==> src/logic/irq_sc_pkg.sv <==
// Shared constants, register selectors and request carrier for the interrupt
// enable and status-change masking block.
// Assumes one register access per cycle from the I/O space decoder.
package irq_sc_pkg;

  // Register selector driven by the I/O space decoder
  typedef enum logic [2:0] {
    SEL_NONE,
    SEL_FORCE,
    SEL_LATCH,
    SEL_MASK,
    SEL_PRESENT,
    SEL_ENABLE,
    SEL_CAUSE,
    SEL_CAUSE_ACK
  } reg_sel_t;

  // One register access
  typedef struct packed {
    logic wr;
    logic rd;
    reg_sel_t sel;
    logic [31:0] wdata;
  } reg_req_t;

  localparam int REG_W = 32;
  localparam int CAUSE_W = 16;

  // Status-change field positions
  localparam int SC_GENERAL_WAKE = 4;
  localparam int SC_WAKE_MASTER_ENABLE = 14;
  localparam int SC_FUNCTION_INTERRUPT = 15;

  // Interrupt cause positions
  localparam int CAUSE_LINE_ACTIVE = 0;
  localparam int CAUSE_BUS_FAULT = 1;
  localparam int CAUSE_MODEM_REQUEST = 11;

  // Enable bits software may write; bit 11 only with the modem option
  localparam logic [15:0] ENABLE_WRITABLE_BASE = 16'h07fe;
  localparam logic [15:0] ENABLE_WRITABLE_MODEM = 16'h0ffe;

  // Bits that may actually raise an interrupt (bit 5 is storage only)
  localparam logic [15:0] CAUSE_SOURCES_BASE = 16'h07de;
  localparam logic [15:0] CAUSE_SOURCES_MODEM = 16'h0fde;

  // Values after reset
  localparam logic [15:0] ENABLE_RESET = 16'h0000;
  localparam logic [31:0] MASK_RESET = 32'h0000_0000;
  localparam logic [31:0] RDATA_RESET = 32'h0000_0000;

endpackage

==> src/logic/sticky_event_bit.sv <==
// One status-change event flag: set by hardware, cleared by a write of one.
// Assumes set and clear come from logic on the same clock.
`timescale 1ns/10ps
`default_nettype none
module sticky_event_bit (
  // Clock and reset
  input wire logic i_clk,
  input wire logic i_rst,
  // Control
  input wire logic i_enable,
  input wire logic i_set,
  input wire logic i_clear,
  // State
  output logic o_flag
);

  logic flag;
  wire logic next_flag;

  // A set in the clearing cycle is kept, so no event is lost
  assign next_flag = !i_enable ? 1'b0 : (i_set ? 1'b1 : (i_clear ? 1'b0 : flag));

  always_ff @(posedge i_clk) begin
    if (i_rst) begin
      flag <= 1'b0;
    end else begin
      flag <= next_flag;
    end
  end

  assign o_flag = flag;

endmodule
`default_nettype wire

==> src/logic/irq_source_gate.sv <==
// Per-source interrupt gating: each cause bit passes only with its enable.
// Assumes cause bits are already latched by the interrupt status logic.
`timescale 1ns/10ps
`default_nettype none
module irq_source_gate (
  // Sources
  input wire logic [15:0] i_cause,
  input wire logic [15:0] i_enable,
  input wire logic [15:0] i_sources,
  // Result
  output logic [15:0] o_gated,
  output logic o_any
);

  genvar b;
  generate
    for (b = 0; b < 16; b = b + 1) begin : g_bit
      assign o_gated[b] = i_cause[b] & i_enable[b] & i_sources[b];
    end
  endgenerate

  assign o_any = |o_gated;

endmodule
`default_nettype wire

==> src/logic/irq_status_change.sv <==
// Interrupt enable, status-change mask and present-state logic with the
// bus interrupt and status-change outputs.
// Assumes a decoder on the PCI clock presents one access per cycle and
// that cause, wake and card-mode inputs come from logic on the same clock.
`timescale 1ns/10ps
`default_nettype none
module irq_status_change
  import irq_sc_pkg::*;
#(
  parameter bit MODEM_PRESENT = 1'b0
) (
  // Clock and reset
  input wire logic I_CLK,
  input wire logic I_SYS_RST,
  // Register access
  input wire reg_req_t I_REG_REQ,
  output logic [31:0] O_REG_RDATA,
  // Chip state
  input wire logic I_CARD_MODE,
  input wire logic [15:0] I_CAUSE,
  input wire logic I_WAKE_LIVE,
  // Power management
  output logic O_POWER_EVENT_CLEAR,
  // Interrupt outputs
  output logic O_BUS_INTERRUPT_OUT_N,
  output logic O_STATUS_CHANGE_OUT_N,
  output logic O_INTERRUPT_LINE_ACTIVE
);

  localparam logic [15:0] ENABLE_WRITABLE = MODEM_PRESENT ? ENABLE_WRITABLE_MODEM : ENABLE_WRITABLE_BASE;
  localparam logic [15:0] CAUSE_SOURCES = MODEM_PRESENT ? CAUSE_SOURCES_MODEM : CAUSE_SOURCES_BASE;

  logic [15:0] interrupt_source_enable;
  logic [31:0] status_change_mask;
  logic [31:0] rdata;
  logic bus_irq;
  logic status_change;
  logic power_clear;
  logic general_wake;
  logic function_interrupt;

  wire logic [15:0] gated_cause;
  wire logic any_pending;

  // Access decode
  wire logic wr_force = I_REG_REQ.wr && (I_REG_REQ.sel == SEL_FORCE);
  wire logic wr_latch = I_REG_REQ.wr && (I_REG_REQ.sel == SEL_LATCH);
  wire logic wr_mask = I_REG_REQ.wr && (I_REG_REQ.sel == SEL_MASK);
  wire logic wr_enable = I_REG_REQ.wr && (I_REG_REQ.sel == SEL_ENABLE);
  wire logic rd_ack = I_REG_REQ.rd && (I_REG_REQ.sel == SEL_CAUSE_ACK);

  irq_source_gate u_gate (
    .i_cause(I_CAUSE),
    .i_enable(interrupt_source_enable),
    .i_sources(CAUSE_SOURCES),
    .o_gated(gated_cause),
    .o_any(any_pending)
  );

  // Card mode off disables mask, present view and event latch
  wire logic [31:0] mask_eff = I_CARD_MODE ? status_change_mask : 32'h0000_0000;

  wire logic force_wake = wr_force && I_REG_REQ.wdata[SC_GENERAL_WAKE];
  wire logic force_func = wr_force && I_REG_REQ.wdata[SC_FUNCTION_INTERRUPT];
  wire logic clr_wake = wr_latch && I_REG_REQ.wdata[SC_GENERAL_WAKE];
  wire logic clr_func = wr_latch && I_REG_REQ.wdata[SC_FUNCTION_INTERRUPT];

  sticky_event_bit u_wake (
    .i_clk(I_CLK),
    .i_rst(I_SYS_RST),
    .i_enable(I_CARD_MODE),
    .i_set(I_WAKE_LIVE || force_wake),
    .i_clear(clr_wake),
    .o_flag(general_wake)
  );

  sticky_event_bit u_func (
    .i_clk(I_CLK),
    .i_rst(I_SYS_RST),
    .i_enable(I_CARD_MODE),
    .i_set(any_pending || force_func),
    .i_clear(clr_func),
    .o_flag(function_interrupt)
  );

  // Present-state view
  wire logic [31:0] present_view = {16'h0000, any_pending, 10'h000, I_WAKE_LIVE, 4'h0};
  wire logic [31:0] present_eff = I_CARD_MODE ? present_view : 32'h0000_0000;
  wire logic [31:0] latch_view = {16'h0000, function_interrupt, 10'h000, general_wake, 4'h0};
  wire logic [31:0] mask_view = {16'h0000, mask_eff[15:14], 9'h000, mask_eff[4], 4'h0};
  wire logic [15:0] cause_view = {I_CAUSE[15:1], bus_irq};

  // Output qualification; the function-interrupt path only exists in card mode
  wire logic func_drive = mask_eff[SC_FUNCTION_INTERRUPT] && function_interrupt;
  wire logic next_bus_irq = any_pending || func_drive;
  wire logic next_status_change = mask_eff[SC_WAKE_MASTER_ENABLE] && mask_eff[SC_GENERAL_WAKE]
                                  && general_wake;

  wire logic [15:0] next_enable = rd_ack ? ENABLE_RESET
                                  : (wr_enable ? (I_REG_REQ.wdata[15:0] & ENABLE_WRITABLE)
                                  : interrupt_source_enable);
  wire logic [31:0] next_mask = (wr_mask && I_CARD_MODE) ? (I_REG_REQ.wdata & 32'h0000_c010)
                                : status_change_mask;

  logic [31:0] next_rdata;
  always_comb begin
    next_rdata = 32'h0000_0000;
    if (I_REG_REQ.rd) begin
      unique case (I_REG_REQ.sel)
        SEL_NONE: next_rdata = 32'h0000_0000;
        SEL_FORCE: next_rdata = 32'h0000_0000;
        SEL_LATCH: next_rdata = latch_view;
        SEL_MASK: next_rdata = mask_view;
        SEL_PRESENT: next_rdata = present_eff;
        SEL_ENABLE: next_rdata = {16'h0000, interrupt_source_enable};
        SEL_CAUSE: next_rdata = {16'h0000, cause_view};
        SEL_CAUSE_ACK: next_rdata = {16'h0000, cause_view};
      endcase
    end
  end

  always_ff @(posedge I_CLK) begin
    if (I_SYS_RST) begin
      interrupt_source_enable <= ENABLE_RESET;
      status_change_mask <= MASK_RESET;
      rdata <= RDATA_RESET;
      bus_irq <= 1'b0;
      status_change <= 1'b0;
      power_clear <= 1'b0;
    end else begin
      interrupt_source_enable <= next_enable;
      status_change_mask <= next_mask;
      rdata <= next_rdata;
      bus_irq <= next_bus_irq;
      status_change <= next_status_change;
      power_clear <= clr_wake && I_CARD_MODE;
    end
  end

  assign O_REG_RDATA = rdata;
  assign O_POWER_EVENT_CLEAR = power_clear;
  assign O_BUS_INTERRUPT_OUT_N = !bus_irq;
  assign O_STATUS_CHANGE_OUT_N = !status_change;
  assign O_INTERRUPT_LINE_ACTIVE = bus_irq;

  wire logic rd_present = I_REG_REQ.rd && (I_REG_REQ.sel == SEL_PRESENT);
  wire logic rd_mask = I_REG_REQ.rd && (I_REG_REQ.sel == SEL_MASK);
  wire logic rd_enable = I_REG_REQ.rd && (I_REG_REQ.sel == SEL_ENABLE);
  wire logic rd_cause = I_REG_REQ.rd && (I_REG_REQ.sel == SEL_CAUSE);
  wire logic wr_ro = I_REG_REQ.wr && ((I_REG_REQ.sel == SEL_PRESENT) || (I_REG_REQ.sel == SEL_CAUSE));
endmodule
`default_nettype wire

==> config.mk <==
export PLATFORM = sky130hd
export DESIGN_NAME = irq_status_change
export DESIGN_NICKNAME = d
export VERILOG_FILES = /design/src/logic/irq_sc_pkg.sv /design/src/logic/sticky_event_bit.sv /design/src/logic/irq_source_gate.sv /design/src/logic/irq_status_change.sv
export SDC_FILE = /design/constraint.sdc
export NUM_CORES = 1
export LEC_CHECK = 0
export CAP_MARGIN = 20
export CORE_UTILIZATION = 25
export CTS_BUF_LIST = sky130_fd_sc_hd__clkbuf_4
export DETAILED_ROUTE_END_ITERATION = 8
export DONT_BUFFER_PORTS = 1
export MAX_ROUTING_LAYER = met4
export PLACE_DENSITY = 0.47
export SLEW_MARGIN = 20
export SYNTH_ARGS = -nofsm -noshare
export SYNTH_HDL_FRONTEND = slang
export SYNTH_SLANG_ARGS = --single-unit
==> constraint.sdc <==
create_clock -name I_CLK -period 1.2 [get_ports I_CLK]
set_input_delay 0.36 -clock I_CLK [delete_from_list [all_inputs] [get_ports I_CLK]]
set_output_delay 0.36 -clock I_CLK [all_outputs]
set_load 0.02 [all_outputs]
==> flow_summary.toml <==
[sta]
final_max_slew_viol_count = 0
fin_crit_ps = 1380
fmax_mhz = 723
hold_viol = 0
fin_skew_ps = 11.8
finalSetupViolCount = 4
setup_ws_ps = -182
fin_crit_sh = 1.15
rsz0062_at_grt = "yes"

[worst_setup_path]
path_cells = "a222oi_1 > nand3_1 > a221oi_4 > o22ai_1"
crit_slowest_cell = "a222oi_1"
cp-end-kind = "register"
reg2reg_to = "O_REG_RDATA[15]"
cp_max_fo = 3
cp.arrival_ps = 1590
path_class = "register to register"
max_stage_delay_ps = 340
critPathBufInv = 0
required_ps = 1410
start_kind = "register"
rrSetupSlack_ps = -180
cpLargestDelayFamily = "compound AO/OA/AOI/OAI gates"
reg2reg_from = "interrupt_source_enable[7]"
r2r.worst_path.cells = 4

[route]
drt_iter0_drc = 66
routed_via_density = 4.45
wl_um = 3380
vias = 1193
postRouteAntennaNets = 0
wire_per_inst_um = 12.6
drtPass1Iterations = 4
drc = 0

[yosys]
synthesis.area_sq_um = 1520
yosysTopAreaCellShare = 0.448
ys_ff_latch = 34
synthCells = 188
synth_cell_types = 32
async_flop_share = 0
synthFlopType = "dfxtp_1"
synth_area_leaders = "dfxtp_1, nand2_1, buf_4"
synth_edf_count = 0
synth_top_cell_by_area = "dfxtp_1"
synth.yosys.seq_area_share = 0.448
syn_area_per_cell_sq_um = 8.09
ys_warn_count = 0

[cells_and_area]
syn_to_final_growth_pct = 6.26
final_layout_size_suffix_gt1_frac = 0.0881
final_cell_mix = "nand2_1, dfxtp_1, a21oi_1, nor2_1, conb_1"
nets = 249
layout_commonest_cell = "nand2_1"
fin_util = 0.274
antenna_cells = 0

[cts]
clockRootBuffer = "clkbuf_4"
cts_setup_buffers = 0
cts_hold_buf = 0
htree_num_levels = 2
cts_buffer_depth = 2
clk_pin_slew_ps = 110
cts.sinks = 34
cts_tree = "yes"
numCtsBuffers = 5
clkLatencyLatePin_ps = 340

[grt]
overflow = 0
grt_pass1_wl_um = 5390
grt.total_usage = 0.112
grt_pass1_vias = 1074
grt_max_degree = 31
antenna_found_initial = 0

[run_status]
violations = "negative setup slack"
status = "finished with violations"

[floorplanning]
initial_core_util = 0.258
dieArea_sq_um = 6400
die_w_um = 80.0
core_area_sq_um = 5890
die_h_um = 80.0
io_pins = 93
rows = 28

[pwr]
switchingPower_mw = 0.505
power_leakage_nw = 0.583
pwr-share-seq = 0.612
pwr-share-clk = 0.306
power.density_nw_per_um2 = 1190
internal_power_mw = 1.41
power_frac_comb = 0.082
max-vdd-ir-drop_mv = 0.554
p_sw_frac = 0.263

[worst_hold_path]
holdPathEnd = "status_change_mask[14]"
worstHoldPathType = "input port to register"
hold_path_startpoint = "I_SYS_RST"
hold_depth = 1

[placed_design]
io_buffers = 0
dp_slack_ps = -243
dp_hpwl_um = 2580
gp_congestion = 0.760

[run]
max_cap_violations = 0
[timing repair]
| item | 4_1_cts | 5_1_grt |
|---|---|---|
| pin swaps | 3 | 3 |
| gates resized for setup | 2 | 1 |
| endpoints found under the setup margin | 4 | 4 |
[area by class of cell]
type | instances | area, sq um
clock buffers | 5 | 37.5
fillers | 675 | 4270
inverters | 3 | 11.3
repair buffers | 8 | 60.1
clock inverters | 3 | 11.3
multi-input cells | 140 | 719
well taps | 75 | 93.8
flip-flops and latches | 34 | 682
[registers in the layout, indices dropped and copies added, names as in the netlist]
register / count
interrupt_source_enable: 10
O_REG_RDATA: 16
O_POWER_EVENT_CLEAR: 1
O_INTERRUPT_LINE_ACTIVE: 1
u_func.o_flag: 1
u_wake.o_flag: 1
status_change: 1
status_change_mask: 3
[worst max-delay path by stage]
stage | cells past startpoint | startpoint | to | slack (ps)
floorplan | 4 | I_CAUSE[7] | O_REG_RDATA[15] | -0.2
global placement | 4 | I_CAUSE[7] | O_REG_RDATA[15] | -200
detailed placement | 4 | I_CAUSE[7] | O_REG_RDATA[15] | -240
CTS | 4 | interrupt_source_enable[9] | O_REG_RDATA[15] | -200
global route | 4 | interrupt_source_enable[7] | O_REG_RDATA[15] | -280
finish | 4 | interrupt_source_enable[7] | O_REG_RDATA[15] | -180
[through the flow]
step	power [mW]	setup TNS [ps]	cell area (sq um)	instances	hold slack [ps]
final	1.92	-489	1620	268	72.2
after global routing	2.01	-880	1620	268	55.7
after CTS	1.94	-590	1610	268	56.3
after detailed placement	1.35	-1150	1550	260	432
after global placement	1.35	-930	1550	260	430
after floorplan	1.40	-0.188	1580	203	429
[power by group through the flow]
| stage | clock [mW] | sequential, mW | combinational, mW |
|---|---|---|---|
| global route | 0.661 | 1.18 | 0.174 |
| CTS | 0.613 | 1.18 | 0.157 |
| detailed placement | 0 | 1.20 | 0.153 |
| finish | 0.587 | 1.18 | 0.157 |
| global placement | 0 | 1.20 | 0.153 |
| floorplan | 0 | 1.20 | 0.202 |
[cell families after synthesis]
| group | after synthesis | synth area share |
|---|---|---|
| flops | 34 | 0.448 |
| simple gates | 80 | 0.247 |
| buf+inv | 29 | 0.126 |
| compound gates | 44 | 0.177 |
| other cells | 1 | 0.00247 |
[cell usage after synthesis (all sizes together), types with 2 or more instances]
cell type and instances:
buf 25, nand3b 3, and4b 2, nand2b 2, nand2 37, and2 4, a21oi 26, a22oi 4
nand3 7, nor2b 3, inv 3, dfxtp 34, o21ai 4, nor2 17, and3 2
[per-layer routing]
layer | up-vias | track usage | routed length, um
met3 | 4 | 0.0411 | 325
met2 | 52 | 0.171 | 1560
met5 | - | - | 0
li1 | 613 | - | -
met4 | 0 | 0.0429 | 44
met1 | 524 | 0.135 | 1450
(Power assumes the default switching activity.)
